--- config.mk ---
export PLATFORM = sky130hd
export DESIGN_NAME = spcu_core
export DESIGN_NICKNAME = d
export VERILOG_FILES = /design/src/spcu_pkg.sv /design/src/spcu_mem.sv /design/src/spcu_core.sv
export SDC_FILE = /design/constraint.sdc
export NUM_CORES = 2
export LEC_CHECK = 0
export BUFFER_PORTS_ARGS = -buffer_cell sky130_fd_sc_hd__buf_2
export CORE_ASPECT_RATIO = 1.4
export CORE_MARGIN = 4
export CORE_UTILIZATION = 25
export CTS_CLUSTER_SIZE = 16
export DETAILED_ROUTE_END_ITERATION = 12
export SYNTH_ARGS = -nofsm -noshare
export SYNTH_HDL_FRONTEND = slang
export SYNTH_SLANG_ARGS = --single-unit
--- constraint.sdc ---
create_clock -name sys_clk_in -period 10.6 [get_ports sys_clk_in]
set_clock_uncertainty 0.1 [all_clocks]
set_input_delay 2.12 -clock sys_clk_in [delete_from_list [all_inputs] [get_ports sys_clk_in]]
set_output_delay 2.12 -clock sys_clk_in [all_outputs]
set_load 0.1 [all_outputs]
--- src/spcu_pkg.sv ---
// Package: opcodes, lengths, timing and types of the sector protection command unit
package spcu_pkg;

	// Opcodes
	localparam logic [7:0] OP_STAT_RD  = 8'h05;
	localparam logic [7:0] OP_WR_EN    = 8'h06;
	localparam logic [7:0] OP_CLR_STAT = 8'h30;
	localparam logic [7:0] OP_SUSP     = 8'h75;
	localparam logic [7:0] OP_MODE_RD  = 8'h2B;
	localparam logic [7:0] OP_MODE_PG  = 8'h2F;
	localparam logic [7:0] OP_VOL_RD   = 8'hE0;
	localparam logic [7:0] OP_VOL_WR   = 8'hE1;
	localparam logic [7:0] OP_PER_RD   = 8'hE2;
	localparam logic [7:0] OP_PER_PG   = 8'hE3;
	localparam logic [7:0] OP_PER_ER   = 8'hE4;
	localparam logic [7:0] OP_LOCK_RD  = 8'hA7;
	localparam logic [7:0] OP_LOCK_CLR = 8'hA6;
	localparam logic [7:0] OP_PW_RD    = 8'hE7;
	localparam logic [7:0] OP_PW_PG    = 8'hE8;
	localparam logic [7:0] OP_PW_UNL   = 8'hE9;

	// Frame lengths in bits, opcode included
	localparam logic [6:0] LEN_OP      = 7'h08;
	localparam logic [6:0] LEN_ADDR    = 7'h28;
	localparam logic [6:0] LEN_MODE_PG = 7'h18;
	localparam logic [6:0] LEN_VOL_WR  = 7'h30;
	localparam logic [6:0] LEN_PW      = 7'h48;
	localparam logic [6:0] LEN_MAX     = 7'h7F;

	// Register layout and reset values
	localparam int          PW_MODE_BIT = 2;
	localparam int          SR_WIP_BIT  = 0;
	localparam int          SR_WEL_BIT  = 1;
	localparam int          SR_PERR_BIT = 6;
	localparam logic [15:0] MODE_RESET  = 16'hFFFF;
	localparam logic [63:0] PW_RESET    = 64'hFFFF_FFFF_FFFF_FFFF;
	localparam logic [7:0]  BITS_SET    = 8'hFF;
	localparam logic [7:0]  BITS_CLR    = 8'h00;

	// Sector geometry
	localparam int SECTORS_DEF = 256;
	localparam int SECT_SHIFT  = 18;

	// Self-timed operation durations
	localparam int CLK_PERIOD_NS = 10;
	localparam int PROG_TIME_NS  = 2000;
	localparam int ERASE_TIME_NS = 5000;
	localparam int PROG_CYCLES   = (PROG_TIME_NS + CLK_PERIOD_NS - 1) / CLK_PERIOD_NS;
	localparam int ERASE_CYCLES  = (ERASE_TIME_NS + CLK_PERIOD_NS - 1) / CLK_PERIOD_NS;

	// Decoded command kinds
	typedef enum logic [4:0] {
		CMD_NONE, CMD_STAT_RD, CMD_WR_EN, CMD_CLR_STAT, CMD_SUSP,
		CMD_MODE_RD, CMD_MODE_PG, CMD_VOL_RD, CMD_VOL_WR, CMD_PER_RD,
		CMD_PER_PG, CMD_PER_ER, CMD_LOCK_RD, CMD_LOCK_CLR, CMD_PW_RD,
		CMD_PW_PG, CMD_PW_UNL
	} spcu_cmd_e;

	// Status bits shown on the status port
	typedef struct packed {
		logic perr;
		logic write_enable_latch;
		logic operation_in_progress;
	} spcu_status_s;

	// Opcode to command kind
	function automatic spcu_cmd_e spcu_decode(input logic [7:0] op);
		case (op)
			OP_STAT_RD:  return CMD_STAT_RD;
			OP_WR_EN:    return CMD_WR_EN;
			OP_CLR_STAT: return CMD_CLR_STAT;
			OP_SUSP:     return CMD_SUSP;
			OP_MODE_RD:  return CMD_MODE_RD;
			OP_MODE_PG:  return CMD_MODE_PG;
			OP_VOL_RD:   return CMD_VOL_RD;
			OP_VOL_WR:   return CMD_VOL_WR;
			OP_PER_RD:   return CMD_PER_RD;
			OP_PER_PG:   return CMD_PER_PG;
			OP_PER_ER:   return CMD_PER_ER;
			OP_LOCK_RD:  return CMD_LOCK_RD;
			OP_LOCK_CLR: return CMD_LOCK_CLR;
			OP_PW_RD:    return CMD_PW_RD;
			OP_PW_PG:    return CMD_PW_PG;
			OP_PW_UNL:   return CMD_PW_UNL;
			default:     return CMD_NONE;
		endcase
	endfunction : spcu_decode

	// Reverse byte order of a 64-bit word
	function automatic logic [63:0] spcu_swap64(input logic [63:0] w);
		logic [63:0] r;
		r = '0;
		for (int i = 0; i < 8; i++) begin
			r[8*i +: 8] = w[8*(7-i) +: 8];
		end
		return r;
	endfunction : spcu_swap64

endpackage : spcu_pkg

--- src/spcu_mem.sv ---
// Small sector byte memory with registered read data
`timescale 1ns/1ps
module spcu_mem #(
	parameter int W     = 8,
	parameter int DEPTH = 256,
	parameter int AW    = 8
) (
	input  wire logic          sys_clk_in,
	input  wire logic          rst_b_in,
	input  wire logic          we_in,
	input  wire logic [AW-1:0] waddr_in,
	input  wire logic [W-1:0]  wdata_in,
	input  wire logic [AW-1:0] raddr_in,
	output logic      [W-1:0]  rdata_out
);

	logic [W-1:0] mem_q [DEPTH];

	// Array write, no reset on storage
	always_ff @(posedge sys_clk_in) begin
		if (we_in) begin
			mem_q[waddr_in] <= wdata_in;
		end
	end

	// Registered read port
	always_ff @(posedge sys_clk_in or negedge rst_b_in) begin
		if (!rst_b_in) begin
			rdata_out <= '0;
		end else begin
			rdata_out <= mem_q[raddr_in];
		end
	end

endmodule : spcu_mem

--- src/spcu_core.sv ---
// Serial command unit for sector protection, sampled on the system clock
`timescale 1ns/1ps
module spcu_core #(
	parameter int SECTORS   = spcu_pkg::SECTORS_DEF,
	parameter int PROG_CYC  = spcu_pkg::PROG_CYCLES,
	parameter int ERASE_CYC = spcu_pkg::ERASE_CYCLES
) (
	input  wire logic              sys_clk_in,
	input  wire logic              rst_b_in,
	input  wire logic              cs_b_in,
	input  wire logic              sck_in,
	input  wire logic              si_in,
	output logic                   so_out,
	output logic                   so_oe_out,
	output spcu_pkg::spcu_status_s status_out,
	output logic                   ppb_lock_out,
	output logic [15:0]            mode_out
);

	localparam int SAW = (SECTORS > 1) ? $clog2(SECTORS) : 1;
	localparam logic [SAW-1:0] LAST_SECT = SAW'(SECTORS - 1);

	typedef enum logic [1:0] {ENG_IDLE, ENG_WAIT, ENG_SWEEP} spcu_eng_e;

	// Whole state of the unit
	typedef struct packed {
		logic [2:0]             s1;
		logic [2:0]             s2;
		logic [2:0]             s3;
		logic [2:0]             pin;
		logic [6:0]             bits;
		logic [63:0]            rx;
		spcu_pkg::spcu_cmd_e    cmd;
		logic [SAW-1:0]         sect;
		logic                   rd_phase;
		logic                   loaded;
		logic [63:0]            tx;
		logic                   so;
		logic                   so_oe;
		spcu_pkg::spcu_status_s st;
		logic                   lock;
		logic                   init;
		logic [15:0]            mode;
		logic [63:0]            pw;
		spcu_eng_e              eng;
		spcu_pkg::spcu_cmd_e    op;
		logic [SAW-1:0]         op_sect;
		logic [63:0]            op_data;
		logic [15:0]            tmr;
		logic [SAW-1:0]         swp;
		logic                   pass;
	} spcu_state_s;

	spcu_state_s r_q;
	spcu_state_s r_d;

	logic                vol_we;
	logic                per_we;
	logic [SAW-1:0]      per_waddr;
	logic [7:0]          per_wdata;
	logic [7:0]          vol_rdata;
	logic [7:0]          per_rdata;
	logic                cs_b;
	logic                cs_fall;
	logic                cs_rise;
	logic                sck_rise;
	logic                sck_fall;
	logic [6:0]          nbits;
	logic [63:0]         nrx;
	spcu_pkg::spcu_cmd_e ncmd;
	logic                rd_ok;
	logic [63:0]         word;
	logic [7:0]          sr_byte;

	// Volatile access bytes, one per sector
	spcu_mem #(
		.W     (8),
		.DEPTH (SECTORS),
		.AW    (SAW)
	) u_vol_mem (
		.sys_clk_in (sys_clk_in),
		.rst_b_in   (rst_b_in),
		.we_in      (vol_we),
		.waddr_in   (r_q.op_sect),
		.wdata_in   (r_q.op_data[7:0]),
		.raddr_in   (r_q.sect),
		.rdata_out  (vol_rdata)
	);

	// Persistent access bytes, one per sector
	spcu_mem #(
		.W     (8),
		.DEPTH (SECTORS),
		.AW    (SAW)
	) u_per_mem (
		.sys_clk_in (sys_clk_in),
		.rst_b_in   (rst_b_in),
		.we_in      (per_we),
		.waddr_in   (per_waddr),
		.wdata_in   (per_wdata),
		.raddr_in   (r_q.sect),
		.rdata_out  (per_rdata)
	);

	// Next-state logic
	always_comb begin
		r_d       = r_q;
		vol_we    = 1'b0;
		per_we    = 1'b0;
		per_waddr = r_q.op_sect;
		per_wdata = spcu_pkg::BITS_CLR;
		nbits     = r_q.bits;
		nrx       = r_q.rx;
		ncmd      = r_q.cmd;
		rd_ok     = 1'b0;
		word      = r_q.tx;
		sr_byte   = '0;
		sr_byte[spcu_pkg::SR_WIP_BIT]  = r_q.st.operation_in_progress;
		sr_byte[spcu_pkg::SR_WEL_BIT]  = r_q.st.write_enable_latch;
		sr_byte[spcu_pkg::SR_PERR_BIT] = r_q.st.perr;

		// Three-stage pin sampling, a change counts once stages two and three agree
		r_d.s1 = {cs_b_in, sck_in, si_in};
		r_d.s2 = r_q.s1;
		r_d.s3 = r_q.s2;
		for (int i = 0; i < 3; i++) begin
			if (r_q.s2[i] == r_q.s3[i]) begin
				r_d.pin[i] = r_q.s3[i];
			end
		end
		cs_b     = r_q.pin[2];
		cs_fall  = r_q.pin[2] & ~r_d.pin[2];
		cs_rise  = ~r_q.pin[2] & r_d.pin[2];
		sck_rise = ~r_q.pin[1] & r_d.pin[1] & ~cs_b;
		sck_fall = r_q.pin[1] & ~r_d.pin[1] & ~cs_b;

		// Lock bit takes its power-on value from the mode register once
		if (!r_q.init) begin
			r_d.init = 1'b1;
			r_d.lock = r_q.mode[spcu_pkg::PW_MODE_BIT];
		end

		// Frame start
		if (cs_fall) begin
			r_d.bits     = '0;
			r_d.cmd      = spcu_pkg::CMD_NONE;
			r_d.rd_phase = 1'b0;
			r_d.loaded   = 1'b0;
		end

		// Input shifting on rising clock edges
		if (sck_rise) begin
			nrx = {r_q.rx[62:0], r_q.pin[0]};
			if (r_q.bits != spcu_pkg::LEN_MAX) begin
				nbits = r_q.bits + 7'h01;
			end
			if (nbits == spcu_pkg::LEN_OP) begin
				ncmd = spcu_pkg::spcu_decode(nrx[7:0]);
			end
			r_d.rx   = nrx;
			r_d.bits = nbits;
			r_d.cmd  = ncmd;
			if (nbits == spcu_pkg::LEN_ADDR) begin
				r_d.sect = nrx[spcu_pkg::SECT_SHIFT +: SAW];
			end
			// Decide whether a read phase opens after this bit
			case (ncmd)
				spcu_pkg::CMD_STAT_RD,
				spcu_pkg::CMD_MODE_RD: begin
					rd_ok = (nbits == spcu_pkg::LEN_OP);
				end
				spcu_pkg::CMD_LOCK_RD: begin
					rd_ok = (nbits == spcu_pkg::LEN_OP) && !r_q.st.operation_in_progress;
				end
				spcu_pkg::CMD_PW_RD: begin
					rd_ok = (nbits == spcu_pkg::LEN_OP) && !r_q.st.operation_in_progress
						&& r_q.mode[spcu_pkg::PW_MODE_BIT];
				end
				spcu_pkg::CMD_VOL_RD,
				spcu_pkg::CMD_PER_RD: begin
					rd_ok = (nbits == spcu_pkg::LEN_ADDR) && !r_q.st.operation_in_progress;
				end
				default: begin
					rd_ok = 1'b0;
				end
			endcase
			if (rd_ok) begin
				r_d.rd_phase = 1'b1;
			end
		end

		// Output shifting on falling clock edges, pattern rotates to repeat
		if (sck_fall && r_q.rd_phase) begin
			if (!r_q.loaded) begin
				case (r_q.cmd)
					spcu_pkg::CMD_STAT_RD: word = {8{sr_byte}};
					spcu_pkg::CMD_MODE_RD: word = {4{r_q.mode[7:0], r_q.mode[15:8]}};
					spcu_pkg::CMD_VOL_RD:  word = {8{vol_rdata}};
					spcu_pkg::CMD_PER_RD:  word = {8{per_rdata}};
					spcu_pkg::CMD_LOCK_RD: word = {8{7'h00, r_q.lock}};
					spcu_pkg::CMD_PW_RD:   word = spcu_pkg::spcu_swap64(r_q.pw);
					default:               word = '0;
				endcase
			end
			r_d.so     = word[63];
			r_d.tx     = {word[62:0], word[63]};
			r_d.loaded = 1'b1;
			r_d.so_oe  = 1'b1;
		end

		// Frame end: exact-length write-type commands start here
		if (cs_rise) begin
			r_d.rd_phase = 1'b0;
			r_d.so_oe    = 1'b0;
			if (!r_q.st.operation_in_progress) begin
				case (r_q.cmd)
					spcu_pkg::CMD_WR_EN: begin
						if (r_q.bits == spcu_pkg::LEN_OP) begin
							r_d.st.write_enable_latch = 1'b1;
						end
					end
					spcu_pkg::CMD_CLR_STAT: begin
						if (r_q.bits == spcu_pkg::LEN_OP) begin
							r_d.st.perr = 1'b0;
						end
					end
					spcu_pkg::CMD_MODE_PG: begin
						if (r_q.bits == spcu_pkg::LEN_MODE_PG && r_q.st.write_enable_latch) begin
							r_d.eng = ENG_WAIT;
						end
					end
					spcu_pkg::CMD_VOL_WR: begin
						if (r_q.bits == spcu_pkg::LEN_VOL_WR && r_q.st.write_enable_latch) begin
							r_d.eng = ENG_WAIT;
						end
					end
					spcu_pkg::CMD_PER_PG: begin
						if (r_q.bits == spcu_pkg::LEN_ADDR && r_q.st.write_enable_latch) begin
							r_d.eng = ENG_WAIT;
						end
					end
					spcu_pkg::CMD_PER_ER: begin
						if (r_q.bits == spcu_pkg::LEN_OP && r_q.st.write_enable_latch) begin
							r_d.eng = ENG_WAIT;
						end
					end
					spcu_pkg::CMD_LOCK_CLR: begin
						if (r_q.bits == spcu_pkg::LEN_OP && r_q.st.write_enable_latch) begin
							r_d.eng = ENG_WAIT;
						end
					end
					spcu_pkg::CMD_PW_PG: begin
						if (r_q.bits == spcu_pkg::LEN_PW && r_q.st.write_enable_latch
							&& r_q.mode[spcu_pkg::PW_MODE_BIT]) begin
							r_d.eng = ENG_WAIT;
						end
					end
					spcu_pkg::CMD_PW_UNL: begin
						if (r_q.bits == spcu_pkg::LEN_PW) begin
							r_d.eng = ENG_WAIT;
						end
					end
					default: begin
						r_d.eng = ENG_IDLE;
					end
				endcase
				// Capture operands and raise busy for an accepted operation
				if (r_d.eng == ENG_WAIT) begin
					r_d.st.operation_in_progress = 1'b1;
					r_d.op      = r_q.cmd;
					r_d.op_sect = r_q.sect;
					r_d.op_data = r_q.rx;
					r_d.tmr     = (r_q.cmd == spcu_pkg::CMD_PER_ER) ? 16'(ERASE_CYC)
						: 16'(PROG_CYC);
				end
			end else if (r_q.cmd == spcu_pkg::CMD_CLR_STAT && r_q.bits == spcu_pkg::LEN_OP
				&& r_q.eng == ENG_IDLE) begin
				// Clears a failed operation's held busy and error state
				r_d.st.perr = 1'b0;
				r_d.st.operation_in_progress  = 1'b0;
			end
			// Suspend is not offered; during persistent erase it is refused
			if (r_q.cmd == spcu_pkg::CMD_SUSP && r_q.op == spcu_pkg::CMD_PER_ER) begin
				r_d.eng = r_q.eng;
			end
		end

		// Self-timed operation engine
		case (r_q.eng)
			ENG_IDLE: begin
				r_d.pass = 1'b0;
			end
			ENG_WAIT: begin
				if (r_q.tmr != '0) begin
					r_d.tmr = r_q.tmr - 16'h0001;
				end else begin
					r_d.eng = ENG_IDLE;
					case (r_q.op)
						spcu_pkg::CMD_MODE_PG: begin
							r_d.mode = {r_q.op_data[7:0], r_q.op_data[15:8]};
						end
						spcu_pkg::CMD_VOL_WR: begin
							vol_we = 1'b1;
						end
						spcu_pkg::CMD_PER_PG: begin
							per_we = r_q.lock;
						end
						spcu_pkg::CMD_PER_ER: begin
							if (r_q.lock) begin
								r_d.eng = ENG_SWEEP;
								r_d.swp = '0;
							end
						end
						spcu_pkg::CMD_LOCK_CLR: begin
							r_d.lock = 1'b0;
						end
						spcu_pkg::CMD_PW_PG: begin
							r_d.pw = spcu_pkg::spcu_swap64(r_q.op_data);
						end
						spcu_pkg::CMD_PW_UNL: begin
							if (spcu_pkg::spcu_swap64(r_q.op_data) == r_q.pw) begin
								r_d.lock = 1'b1;
							end
						end
						default: begin
							r_d.lock = r_q.lock;
						end
					endcase
					// Failures hold busy and raise the error bit
					if ((r_q.op == spcu_pkg::CMD_PW_UNL
						&& spcu_pkg::spcu_swap64(r_q.op_data) != r_q.pw)
						|| ((r_q.op == spcu_pkg::CMD_PER_PG || r_q.op == spcu_pkg::CMD_PER_ER)
						&& !r_q.lock)) begin
						r_d.st.perr = 1'b1;
					end else if (r_d.eng == ENG_IDLE) begin
						r_d.st.operation_in_progress = 1'b0;
						r_d.st.write_enable_latch = 1'b0;
					end
				end
			end
			ENG_SWEEP: begin
				// Pass zero preprograms every sector, pass one erases it
				per_we    = 1'b1;
				per_waddr = r_q.swp;
				per_wdata = r_q.pass ? spcu_pkg::BITS_SET : spcu_pkg::BITS_CLR;
				r_d.swp   = r_q.swp + SAW'(1);
				if (r_q.swp == LAST_SECT) begin
					r_d.swp  = '0;
					r_d.pass = 1'b1;
					if (r_q.pass) begin
						r_d.eng    = ENG_IDLE;
						r_d.st.operation_in_progress = 1'b0;
						r_d.st.write_enable_latch = 1'b0;
					end
				end
			end
			default: begin
				r_d.eng = ENG_IDLE;
			end
		endcase
	end

	// State register
	always_ff @(posedge sys_clk_in or negedge rst_b_in) begin
		if (!rst_b_in) begin
			r_q      <= '0;
			r_q.s1   <= 3'h4;
			r_q.s2   <= 3'h4;
			r_q.s3   <= 3'h4;
			r_q.pin  <= 3'h4;
			r_q.mode <= spcu_pkg::MODE_RESET;
			r_q.pw   <= spcu_pkg::PW_RESET;
		end else begin
			r_q <= r_d;
		end
	end

	// Outputs straight from the state register
	assign so_out       = r_q.so;
	assign so_oe_out    = r_q.so_oe;
	assign status_out   = r_q.st;
	assign ppb_lock_out = r_q.lock;
	assign mode_out     = r_q.mode;

endmodule : spcu_core

# Word level (Yosys, flattened, before mapping)
# Memory sizes are Yosys's and may differ from the RTL's. A register that Yosys moved wholly into a read port is not among the register bits.
# Cells that the tools add are included.
dict set report totals {
  n_memories 2
  wordCells 237
  ram_bits 4096
  out_inout_bits 22
  ff_bits 353
  inputBits 5
}
dict set report classes {
  n_bitwise 12
  n_reduce_logical 40
  n_mux 85
  eq_ne 67
  addsub 3
}
# memory words word_bits rd rd_ports_with_merged_regs wr line
set memory_table {}
lappend memory_table {u_per_mem.mem_q 256 8 1 1 1 spcu_mem.sv:17} ;# logic [W-1:0] mem_q [DEPTH];
lappend memory_table {u_vol_mem.mem_q 256 8 1 1 1 spcu_mem.sv:17}
# op n
set ops {}
lappend ops {{$pmux W64 S6} 1}
lappend ops {{$mux W95} 2}
lappend ops {{$mux W93} 1}
lappend ops {{$eq A8 B8 Y1 const B} 11}
lappend ops {{$mux W85} 1}
lappend ops {{$eq A5 B4 Y1 const B} 16}
lappend ops {{$pmux W5 S16} 1}
lappend ops {{$mux W67} 1}
lappend ops {{$eq A64 B64 Y1} 1}
lappend ops {{$mux W64} 1}
lappend ops {{$ne A64 B64 Y1} 1}
lappend ops {{$mux W8} 7}
lappend ops {{$mux W2} 22}
lappend ops {{$eq A5 B3 Y1 const B} 7}
lappend ops {{$mux W16} 2}
lappend ops {{$mux W1} 28}
lappend ops {{$eq A8 B6 Y1 const B} 3}
lappend ops {{$eq A7 B6 Y1 const B} 3}
lappend ops {{$mux W7} 3}
lappend ops {{$mux W9} 2}
lappend ops {{$eq A8 B3 Y1 const B} 2}
lappend ops {{$pmux W8 S2} 1}
lappend ops {{$reduce_bool A16 Y1} 1}
lappend ops {{$sub A16 B1 Y16 const B} 1}
lappend ops {{35 further kinds} 88}

# Depth between registers and ports, before layout
dict set report depth {
  depth_word 15
  mapped_depth 11
  ltp_nobuf 9
}

# By module
# A second synthesis with hierarchy kept.
dict set report hier_totals {
  hier_cells 9236
  hier_area_um2 177347.6
}
# mod n_inst area_per_inst_um2 seq_area_each_um2 cells_per_inst
set by_module_without_submodules {}
lappend by_module_without_submodules {spcu_mem 2 80038.0 61699.2 3795}
lappend by_module_without_submodules {spcu_core 1 17271.6 8913.5 1646}

# Worst setup path before layout
# Ideal clock, no wire load.
dict set report synth_path {
  kind {flip-flop to flip-flop}
  from {reg r_q[102] (netlist bit)}
  to {mem u_per_mem.mem_q[0][6], data pin}
  path_buffers 3
  path_stages_with_launch 7
  setup_time_ps 867
  arrival_time_ps 4783
  t_required_ps 9633
  period_less_slack_ps 5750
  path_slack_ps 4850
  cell_sequence {dfrtp_1 > inv_1 > ha_1 > clkbuf_1 > clkbuf_1 > clkbuf_1 > and2_1}
}
dict set report synth_between {
  elab_chain_cells 2
}
# element line
set synth_rtl {}
lappend synth_rtl {{from (decl)} spcu_core.sv:54} ;# spcu_state_s r_q;
lappend synth_rtl {{from (signal assigned)} spcu_core.sv:374} ;# r_q <= r_d;
lappend synth_rtl {{$eq A2 B2 Y1} spcu_core.sv:289} ;# case (r_q.eng)
lappend synth_rtl {{$mux W8} spcu_core.sv:289}
lappend synth_rtl {{to (decl)} spcu_mem.sv:17}
# Every way passes these cells.

==> metrics.cfg <==
[cells_and_area]
fin_area_um2 = 121000
fin_nets = 5915
drive_above_1_share_pct = 22.6
fill_cells = 41427
area_delta_synth_final_pct = 13.2

[timing]
finalSetupViolCount = 0
rsz0062_at_grt = false
hold_viol = 0
fmax_mhz = 177
tns_ns = 0
fin_crit_sh_pct = 53.4
worst_slew_pin_slew_ns = 1.23
maxSlewViolCount = 0
relSlewSlack_pct = 17.9
post-route-min-period_ns = 5.66

[clock_tree]
path_clk_slew_ns = 0.07
post_cts_buffers = 0
htree_levels = 4
cts_buffer_depth = 4
cts_sinks = 2665
clk_latency_ns = 0.88
clockRootBuffer = clkbuf_16
cts_made_buffers = 241
cts_tree = yes
cts_resized = 0
hold_buffers = 0

[critical_path]
path_class = reg -> reg
start_kind = register
critPathSlowestCell = dfrtp_4
slowest_delay_ns = 0.83
path_cells = buf_4, buf_12, mux4_2, a22oi_1, a21oi_1, nor4_1, o22ai_1, or2_2
crit_arrival_ns = 6.37
r2r_setup_slack_ns = 4.94
cp.required_ns = 11.31
cp_max_fo = 103
end_kind = register

[logic_synthesis]
ys_async_sr_fraction_pct = 13.5
yosysWarnings = 0
synthesis.instances = 5940
synth-edff-count = 2304
syn-mean-instance-area_um2 = 18.0
synth_commonest_cells = 2304 x edfxtp_1, 666 x nor2_1, 576 x mux4_2
netlist.area_leader.share_pct = 64.9
synth_nets = 5954
yosysTopAreaCell = edfxtp_1
netlist_area_um2 = 107000
synth_seq_cells = 2665
synth_cell_types = 94
yosysSeqAreaShare_pct = 73.5
yosysMostFrequentCell = edfxtp_1
ys_dominant_reg_cell = edfxtp_1
synthTopCellsByArea = edfxtp_1 65%, mux4_2 12%, dfrtp_1 6.5%

[routing]
wl_per_cell_um = 23.0
drcViolationCount = 0
totalWireLength_mm = 268
vias_per_cell = 4.75
ant_nets = 0
drt_iter0_drc = 5042
firstDrtPassIters = 6
vias = 55320

[job]
maxCapViolations = 0

[power]
powerDensity_nw_per_um2 = 167
ir_drop_v = 0.000145
p_leak_nw = 32.1

[global_route]
grt_pass1_wl_mm = 395
grt_usage_pct = 11.8
grt_pass1_vias = 57118
grt_max_degree = 141
grt-busiest-layer = met2
overflow = 0
use_met2_pct = 21.3
antenna_found_initial = 9
grtUsageMet1_pct = 14.3
use_met3_pct = 1.68

[placed_design]
place.gp.congestion = 0.797
placed_cell_area_um2 = 113000
hpwl_mm = 161
io_buffers = 26

[floorplanning]
row_count = 283
io_pins = 27
initial_utilization_pct = 25.1
die_y_um = 781
fp.coreArea_um2 = 425000
die_area_um2 = 437000
die_w_um = 560

[hold_path]
hold_path.class = reg -> reg

[status]
status = finished, final reports clean

path summary, 6_finish.rpt:
kind,endpoint,cells after the start,start
min in group asynchronous,so_oe_out$_DFFE_PN0P_,1,rst_b_in
hold reg to reg,r_d[345]$_DFF_PN0_,0,r_d[348]$_DFF_PN0_
setup / recovery,u_vol_mem.rdata_out[3]$_DFF_PN0_,8,r_q[257]$_DFFE_PN0P_
setup reg to reg,u_vol_mem.rdata_out[3]$_DFF_PN0_,8,r_q[257]$_DFFE_PN0P_
hold / removal,r_d[345]$_DFF_PN0_,0,r_d[348]$_DFF_PN0_
max in group asynchronous,r_q[71]$_DFFE_PN0P_,3,rst_b_in
cell usage in the layout (no fill, tap or decap), drive strengths merged, types with 100 or more instances in the layout:
cell type | netlist | routed
a21oi | 339 | 339
a22oi | 290 | 290
buf | 158 | 121
clkbuf | 245 | 292
clkinv | 0 | 100
dfrtp | 277 | 277
edfxtp | 2304 | 2304
mux2 | 169 | 169
mux4 | 576 | 576
nand2 | 294 | 294
nor2 | 669 | 669
per-layer routing:
layer	vias up	wire length, um
met3	426	16500
met5	-	22
met2	2001	141000
li1	23501	-
met4	4	9650
met1	29388	101000
worst max-delay path, delay by kind of cell (launching register included):
| kind | cells | cell delay, ns |
|---|---|---|
| compound gates | 3 | 1.12 |
| buf+inv | 2 | 1.39 |
| flops | 1 | 0.83 |
| mux | 1 | 0.60 |
| simple gates | 2 | 1.19 |
report_power, final:
| group | switching [W] | leakage, nW | internal, W |
|---|---|---|---|
| combinational | 0.0000757 | 7.77 | 0.0000322 |
| sequential | 0.0000410 | 20.5 | 0.0113 |
| clock | 0.00386 | 3.85 | 0.00496 |
logic make-up (layout without fill, tap and decap cells):
| family | count (synthesis) | in the layout | synth area share (%) |
|---|---|---|---|
| DFF | 2665 | 2665 | 73.5 |
| buffers and inverters | 430 | 584 | 1.76 |
| and+or+nand+nor | 1205 | 1205 | 4.96 |
| muxes | 750 | 750 | 14.2 |
| other | 1 | 4 | 0.00352 |
| adders and majority gates | 10 | 10 | 0.115 |
| AOI/OAI and AO/OA | 808 | 808 | 4.93 |
| xor gates and xnor gates | 71 | 71 | 0.583 |
through the flow:
stage / util (%) / worst slack, ns / hold slack (ns) / power (W) / cells
final: 28.4 / 4.94 / 0.256 / 0.0202 / 11654
after global routing: 28.4 / 4.76 / 0.263 / 0.0208 / 11652
after CTS: 28.4 / 4.93 / 0.261 / 0.0204 / 11651
after detailed placement: 26.6 / 4.89 / 0.244 / 0.0116 / 11215
after global placement: 26.6 / 4.83 / 0.251 / 0.0116 / 11215
after floorplan: - / 4.85 / 0.231 / 0.0116 / 5940
flip-flops by register name, indices dropped and copies added, names as in the netlist, 3 cells and up:
signal,cells
u_vol_mem.mem_q,2048
r_d,6
mode_out,16
r_q,324
u_per_mem.mem_q,256
u_vol_mem.rdata_out,8
status_out,3
final cells by class:
cell class	count	area [um2]	area share, %
Inverter	27	101	0.0839
Tap cell	5557	6950	5.76
Timing Repair Buffer	121	928	0.769
Clock buffer	292	6400	5.30
Multi-Input combinational cell	2845	26500	22.0
Antenna cell	3	7.51	0.00622
Clock inverter	144	1440	1.19
Sequential cell	2665	78400	64.9
No activity file was read; power rests on OpenSTA's default activity.
